===== src/hw/pcgc_map.svh =====
`ifndef PCGC_MAP_SVH
`define PCGC_MAP_SVH
// register byte offsets inside the page
`define PCGC_OFF_COUNT_CTRL  12'he04
`define PCGC_OFF_IDENTITY    12'he08
`define PCGC_OFF_CAP_LOW_LO  12'he20
`define PCGC_OFF_CAP_LOW_HI  12'he24
`define PCGC_OFF_CAP_HIGH_LO 12'he28
`define PCGC_OFF_CAP_HIGH_HI 12'he2c
`define PCGC_OFF_IRQ_CTRL    12'he50
`define PCGC_OFF_IRQ_ACK     12'he54
// field positions
`define PCGC_BIT_ENABLE      0
`define PCGC_ID_PART_HI      31
`define PCGC_ID_PART_LO      20
`define PCGC_ID_VAR_HI       19
`define PCGC_ID_VAR_LO       16
`define PCGC_ID_REV_HI       15
`define PCGC_ID_REV_LO       12
`define PCGC_ID_CONT_HI      11
`define PCGC_ID_CONT_LO      8
`define PCGC_ID_ZERO_BIT     7
`define PCGC_ID_CODE_HI      6
`define PCGC_ID_CODE_LO      0
// reset values
`define PCGC_RST_BIT         1'h0
`define PCGC_RST_WORD        32'h0
`endif


===== src/hw/pcgc_pkg.sv =====
package pcgc_pkg;
   // one register access, taken in the cycle that valid is high
   typedef struct packed {
      logic        valid;
      logic        write;
      logic [11:0] addr;
      logic [31:0] wdata;
   } pcgc_req_t;

   // message interrupt configuration
   typedef struct packed {
      logic [51:2] addr;
      logic [31:0] data;
      logic [5:0]  attr;
   } pcgc_msi_cfg_t;

   // enable update handshake, gray along off-enabling-on-disabling
   typedef enum logic [1:0] {
      PCGC_OFF = 2'h0,
      PCGC_ENA = 2'h1,
      PCGC_ON  = 2'h3,
      PCGC_DIS = 2'h2
   } pcgc_state_t;
endpackage


===== src/hw/pcgc_regs.sv =====
`include "pcgc_map.svh"
`timescale 1ns/100ps
`default_nettype none
module pcgc_regs #(
   parameter int           NUM_CTR      = 4,
   parameter bit           ID_IMPL      = 1'b1,
   parameter logic [11:0]  ID_PART      = 12'h123, // arbitrary value
   parameter logic [3:0]   ID_VARIANT   = 4'h1,    // arbitrary value
   parameter logic [3:0]   ID_REVISION  = 4'h2,    // arbitrary value
   parameter logic [3:0]   ID_CONT      = 4'h5,    // arbitrary value
   parameter logic [6:0]   ID_CODE      = 7'h2a,   // arbitrary value
   parameter logic [127:0] EVENT_CAP    = 128'h3,
   parameter bit           MSI_IMPL     = 1'b1,
   parameter bit           WIRED_IMPL   = 1'b1
) (
   input  wire logic                  clk_in,
   input  wire logic                  rst_in,
   input  wire pcgc_pkg::pcgc_req_t   bus_req_in,
   output logic [31:0]                bus_rdata_out,
   output logic                       bus_rvalid_out,
   input  wire logic [NUM_CTR-1:0]    per_counter_enable_in,
   input  wire logic [NUM_CTR-1:0]    event_in,
   output logic [NUM_CTR-1:0]         count_inc_out,
   input  wire logic [NUM_CTR-1:0]    overflow_status_set_in,
   input  wire logic [NUM_CTR-1:0]    counter_overflow_irq_enable_in,
   input  wire pcgc_pkg::pcgc_msi_cfg_t msi_cfg_in,
   output pcgc_pkg::pcgc_msi_cfg_t    msi_cfg_out,
   output logic                       msi_cfg_guard_out,
   output logic                       msi_req_out,
   input  wire logic                  msi_done_in,
   output logic                       irq_edge_out
);
   logic                  global_en_r;
   logic                  irq_ctrl_r;
   pcgc_pkg::pcgc_state_t st_r;
   pcgc_pkg::pcgc_state_t st_nxt;
   logic                  ack;
   logic                  raise;
   logic                  wr;
   logic                  rd;
   logic [31:0]           rdata_nxt;
   logic [31:0]           id_word;
   logic                  msi_req_r;
   logic                  irq_edge_r;
   logic [NUM_CTR-1:0]    inc_r;
   pcgc_pkg::pcgc_msi_cfg_t msi_cfg_r;

   assign wr = bus_req_in.valid && bus_req_in.write;
   assign rd = bus_req_in.valid && !bus_req_in.write;

   // software writes to the two control words; other offsets ignore writes
   always_ff @(posedge clk_in or posedge rst_in) begin
      if (rst_in) begin
         global_en_r <= `PCGC_RST_BIT;
         irq_ctrl_r  <= `PCGC_RST_BIT;
      end else if (wr) begin
         if (bus_req_in.addr == `PCGC_OFF_COUNT_CTRL) begin
            global_en_r <= bus_req_in.wdata[`PCGC_BIT_ENABLE];
         end
         if (bus_req_in.addr == `PCGC_OFF_IRQ_CTRL) begin
            irq_ctrl_r <= bus_req_in.wdata[`PCGC_BIT_ENABLE];
         end
      end
   end

   // increments are gated by the global bit ahead of the per-counter enables
   always_ff @(posedge clk_in or posedge rst_in) begin
      if (rst_in) begin
         inc_r <= '0;
      end else begin
         inc_r <= (global_en_r ? per_counter_enable_in : '0) & event_in;
      end
   end
   assign count_inc_out = inc_r;

   // identity word; a zero word tells software nothing is identified
   always_comb begin
      id_word = '0;
      if (ID_IMPL) begin
         id_word[`PCGC_ID_PART_HI:`PCGC_ID_PART_LO] = ID_PART;
         id_word[`PCGC_ID_VAR_HI:`PCGC_ID_VAR_LO]   = ID_VARIANT;
         id_word[`PCGC_ID_REV_HI:`PCGC_ID_REV_LO]   = ID_REVISION;
         id_word[`PCGC_ID_CONT_HI:`PCGC_ID_CONT_LO] = ID_CONT;
         id_word[`PCGC_ID_ZERO_BIT]                 = 1'b0;
         id_word[`PCGC_ID_CODE_HI:`PCGC_ID_CODE_LO] = ID_CODE;
      end
   end

   // read mux; unmapped offsets read zero, reserved bits read zero
   always_comb begin
      rdata_nxt = '0;
      unique case (bus_req_in.addr)
         `PCGC_OFF_COUNT_CTRL:  rdata_nxt[`PCGC_BIT_ENABLE] = global_en_r;
         `PCGC_OFF_IDENTITY:    rdata_nxt = id_word;
         `PCGC_OFF_CAP_LOW_LO:  rdata_nxt = EVENT_CAP[31:0];
         `PCGC_OFF_CAP_LOW_HI:  rdata_nxt = EVENT_CAP[63:32];
         `PCGC_OFF_CAP_HIGH_LO: rdata_nxt = EVENT_CAP[95:64];
         `PCGC_OFF_CAP_HIGH_HI: rdata_nxt = EVENT_CAP[127:96];
         `PCGC_OFF_IRQ_CTRL:    rdata_nxt[`PCGC_BIT_ENABLE] = irq_ctrl_r;
         `PCGC_OFF_IRQ_ACK:     rdata_nxt[`PCGC_BIT_ENABLE] = ack;
         default:               rdata_nxt = '0;
      endcase
   end

   // read data answers one cycle after the request
   always_ff @(posedge clk_in or posedge rst_in) begin
      if (rst_in) begin
         bus_rdata_out  <= `PCGC_RST_WORD;
         bus_rvalid_out <= 1'b0;
      end else begin
         bus_rvalid_out <= rd;
         bus_rdata_out  <= rd ? rdata_nxt : `PCGC_RST_WORD;
      end
   end

   // enable update: the acknowledge shows the new value only once its side
   // effects are done, so software polling it sees a settled group
   always_comb begin
      st_nxt = st_r;
      unique case (st_r)
         pcgc_pkg::PCGC_OFF: if (irq_ctrl_r) st_nxt = pcgc_pkg::PCGC_ENA;
         pcgc_pkg::PCGC_ENA: st_nxt = pcgc_pkg::PCGC_ON;
         pcgc_pkg::PCGC_ON:  if (!irq_ctrl_r) st_nxt = pcgc_pkg::PCGC_DIS;
         pcgc_pkg::PCGC_DIS: if (!msi_req_r) st_nxt = pcgc_pkg::PCGC_OFF;
      endcase
   end

   always_ff @(posedge clk_in or posedge rst_in) begin
      if (rst_in) begin
         st_r <= pcgc_pkg::PCGC_OFF;
      end else begin
         st_r <= st_nxt;
      end
   end
   // ack is high from completed enable until completed disable
   assign ack = (st_r == pcgc_pkg::PCGC_ON) || (st_r == pcgc_pkg::PCGC_DIS);

   // configuration is frozen while enabling so later messages use it
   always_ff @(posedge clk_in or posedge rst_in) begin
      if (rst_in) begin
         msi_cfg_r <= '0;
      end else if (st_r == pcgc_pkg::PCGC_ENA) begin
         msi_cfg_r <= msi_cfg_in;
      end
   end
   assign msi_cfg_out = msi_cfg_r;

   // config registers outside are read-only while either enable copy is set
   always_ff @(posedge clk_in or posedge rst_in) begin
      if (rst_in) begin
         msi_cfg_guard_out <= 1'b0;
      end else begin
         msi_cfg_guard_out <= irq_ctrl_r || st_nxt != pcgc_pkg::PCGC_OFF;
      end
   end

   // raise needs both the written enable and a completed enable update
   assign raise = irq_ctrl_r && (st_r == pcgc_pkg::PCGC_ON) &&
                  |(overflow_status_set_in & counter_overflow_irq_enable_in);

   // wired edge is raise registered one cycle late, high for as long as raise is
   always_ff @(posedge clk_in or posedge rst_in) begin
      if (rst_in) begin
         irq_edge_r <= 1'b0;
      end else begin
         irq_edge_r <= raise && WIRED_IMPL;
      end
   end
   assign irq_edge_out = irq_edge_r;

   // one message outstanding at most; a new raise while pending merges
   // with it, and a set in the completion cycle wins over the clear
   always_ff @(posedge clk_in or posedge rst_in) begin
      if (rst_in) begin
         msi_req_r <= 1'b0;
      end else if (raise && MSI_IMPL && msi_cfg_r.addr != '0) begin
         msi_req_r <= 1'b1;
      end else if (msi_done_in) begin
         msi_req_r <= 1'b0;
      end
   end
   assign msi_req_out = msi_req_r;
endmodule // pcgc_regs
`default_nettype wire


===== config.mk =====
export PLATFORM = sky130hd
export DESIGN_NAME = pcgc_regs
export DESIGN_NICKNAME = d
export VERILOG_FILES = /design/src/hw/pcgc_pkg.sv /design/src/hw/pcgc_regs.sv
export VERILOG_INCLUDE_DIRS = /design/src /design/src/hw
export SDC_FILE = /design/constraint.sdc
export NUM_CORES = 1
export LEC_CHECK = 0
export BUFFER_PORTS_ARGS = -buffer_cell sky130_fd_sc_hd__buf_2
export CORE_AREA = 2 2 108 110
export CTS_BUF_LIST = sky130_fd_sc_hd__clkbuf_8
export DETAILED_ROUTE_END_ITERATION = 16
export DIE_AREA = 0 0 110 112
export PLACE_DENSITY = 0.84
export REMOVE_ABC_BUFFERS = 1
export SLEW_MARGIN = 25
export SYNTH_ARGS = -nofsm -noshare
export SYNTH_HDL_FRONTEND = slang
export SYNTH_SLANG_ARGS = --single-unit

===== constraint.sdc =====
create_clock -name clk_in -period 3 [get_ports clk_in]
set_input_delay 0.3 -clock clk_in [delete_from_list [all_inputs] [get_ports clk_in]]
set_output_delay 0.3 -clock clk_in [all_outputs]
set_load 0.01 [all_outputs]

==> metrics.yaml <==
drv_slew: 0
die_h_um: 112
ant_nets: 0
clk_latency_ns: 0.36
drt-initial-drc-count: 61
wl_met1_mm: 3.57
gp_congestion: 0.783
worst-path-buf-inv: 1
path_class: "flip-flop to flip-flop"
nNetsFinal: 664
startpoint: "st_r[1]"
first_global_vias: 3102
grt_use_total_pct: 15.0
path_depth: 3
slowest_delay_ns: 0.50
hpwlAfterDp_mm: 7.48
skew_ns: 0.0111
rr_endpoint: "msi_cfg_out[3]"
dr.pass1.iters: 4
hold_viol: 0
wl_mm: 9.35
path_cells: "nor2b_4 -> buf_4 -> mux2_1"
reg2reg_depth: 3
synth_top_area_share_pct: 61.0
cap_violations: 0
avgSynthCellArea_um2: 14.7
synthTopCellsByArea: "dfrtp_1, mux2_1, buf_4"
cts_tree: "yes"
status: "finished, final reports clean"
critical_path.top_delay_family: "buffers and inverters"
routed.top_layer: "met4"
core.rowCount: 39
pin_count: 281
ir_drop_uv: 349
numCtsBuffers: 9
p_per_area_nw_per_um2: 780
slowest_stage: "buf_4"
rr_startpoint: "st_r[1]"
numClockSinks: 103
drc_errors: 0
endpoint: "msi_cfg_out[3]"
antenna_found_initial: 0
max_freq_mhz: 604
max-slew-margin-rel_pct: 58.0
worstMarginPinSlew_ns: 0.631
rsz0062_at_grt: "false"
ctsLongestPathBuffers: 2
avgViaCountPerCell: 4.61
overflow: 0
power_leakage_nw: 3.20
final_cell_count_no_fill: 658
finalCritPeriodShare_pct: 55.2
arrival_ns: 1.88
yosys_warnings: 0
initial_core_util_pct: 37.8
synth-seq-cells: 103
critPathLaunchType: "flip-flop"
wl_met2_mm: 4.91
portBuffers: 229
cts-hold-fix-buffers: 0
grt_pass1_wl_mm: 14.4
cts_resized: 0
wl_met3_um: 725
endpoint_kind: "flip-flop"
routedWlPerCell_um: 14.2
fin_crit_ns: 1.66
synth_cells: 288
fin_util_pct: 50.2
core-area_um2: 11200
clk_pin_slew_ns: 0.09
place_inst: 643
vias: 3036
diodes: 0
ys_seq_area_share_pct: 61.0
die-area_um2: 12300
synthToLayoutAreaGrowth_pct: 32.7
post_cts_buffers: 0
htree_num_levels: 3
worstPathMaxFanout: 51
grt_max_degree: 54
die_w_um: 110
synth_cell_types: 30
setup_viol: 0
hold_class: "primary input to asynchronous set/reset pin"
synth_area_leader_cell: "dfrtp_1"
root_buffer: "clkbuf_8"
layout-drive-gt1-share_pct: 48.5
r2r_slack_ns: 1.34
worstPathRequired_ns: 3.22
synth_area_um2: 4230
## logic make-up after synthesis
family / after synthesis / share of synthesized area (%)
multiplexers: 90 / 24.0
adder cells (fa/ha/maj): 1 / 0.237
AND/OR/NAND/NOR: 43 / 6.39
AO/OA/AOI/OAI: 8 / 1.51
buffers and inverters: 41 / 6.63
other: 1 / 0.0887
XOR/XNOR: 1 / 0.207
flip-flops: 103 / 61.0
## per-layer routing
metal  global-route usage, %  vias up
met1                    16.4     1462
met3                    3.40       12
met5                       0        -
li1                        -     1419
met4                    6.75        0
met2                    27.2      143
## worst min-delay path by stage
stage	endpoint	slack (ns)	startpoint
after global placement	msi_cfg_out[14]	0.42	rst_in
after global routing	msi_cfg_out[39]	0.06	rst_in
after detailed placement	msi_cfg_out[35]	0.43	rst_in
after CTS	msi_cfg_out[39]	0.03	rst_in
after floorplan	bus_rdata_out[25]	0.37	bus_req_in[37]
final	msi_cfg_out[7]	0.03	rst_in
## cell usage after synthesis (all sizes together)
| cell | n |
|---|---|
| nand4b | 2 |
| nor4 | 13 |
| nor2 | 4 |
| nor3b | 1 |
| nand2b | 2 |
| a211oi | 1 |
| nand4 | 2 |
| nor3 | 2 |
| nor2b | 2 |
| buf | 39 |
| inv | 2 |
| conb | 1 |
| or3b | 1 |
| dfrtp | 103 |
| mux2 | 90 |
| a21o | 1 |
| nand2 | 4 |
| and3 | 4 |
| or2 | 1 |
| a21oi | 1 |
| o2bb2a | 1 |
| nand3 | 4 |
| or3 | 1 |
| o41a | 1 |
| maj3 | 1 |
| xnor2 | 1 |
| a22oi | 3 |
## through the flow
step | setup slack, ns | TNS, ns | total power [W] | area [µm²] | hold slack [ns]
finish | 1.34 | 0 | 0.00437 | 5610 | 0.0252
global placement | 1.39 | 0 | 0.00346 | 5400 | 0.417
CTS | 1.33 | 0 | 0.00446 | 5610 | 0.0263
global route | 1.26 | 0 | 0.00469 | 5610 | 0.0600
detailed placement | 1.28 | 0 | 0.00353 | 5400 | 0.425
floorplan | -2.00 | -176.76 | 0.00280 | 4030 | 0.370
## cell usage in the layout, fill, tap and decap left out, drive strengths merged, types with 3 or more instances in the layout
cell type,instances
a22oi,3
nor2,4
conb,20
nand2,4
clkbuf,10
nor4,13
dfrtp,103
and3,4
buf,232
nand3,4
mux2,90
inv,4
## flip-flops by register name, summed over array words and instances, names as in the netlist
| register | flops |
|---|---|
| bus_rdata_out | 3 |
| bus_rvalid_out | 1 |
| count_inc_out | 4 |
| global_en_r | 1 |
| irq_ctrl_r | 1 |
| irq_edge_out | 1 |
| msi_cfg_guard_out | 1 |
| msi_cfg_out | 88 |
| msi_req_out | 1 |
| st_r | 2 |
## worst reg2reg max path, delay by kind of cell, from the launching register on
kind          cells  cell delay, ns
flops             1            0.45
mux               1            0.44
simple gates      1            0.14
buf+inv           1            0.50
## cell type report
type | instances | area (µm²)
Clock buffer | 10 | 138
Clock inverter | 5 | 75.1
Fill cell | 983 | 5570
Inverter | 2 | 10.0
Multi-Input combinational cell | 163 | 1450
Sequential cell | 103 | 2580
Tap cell | 143 | 179
Timing Repair Buffer | 232 | 1180
## power by group
group          switching [W]  internal, W  leakage, nW
Combinational       0.000681     0.000667         1.73
Clock               0.000426     0.000483        0.111
Sequential          0.000274      0.00184         1.36
No activity file was read; power rests on OpenSTA's default activity.
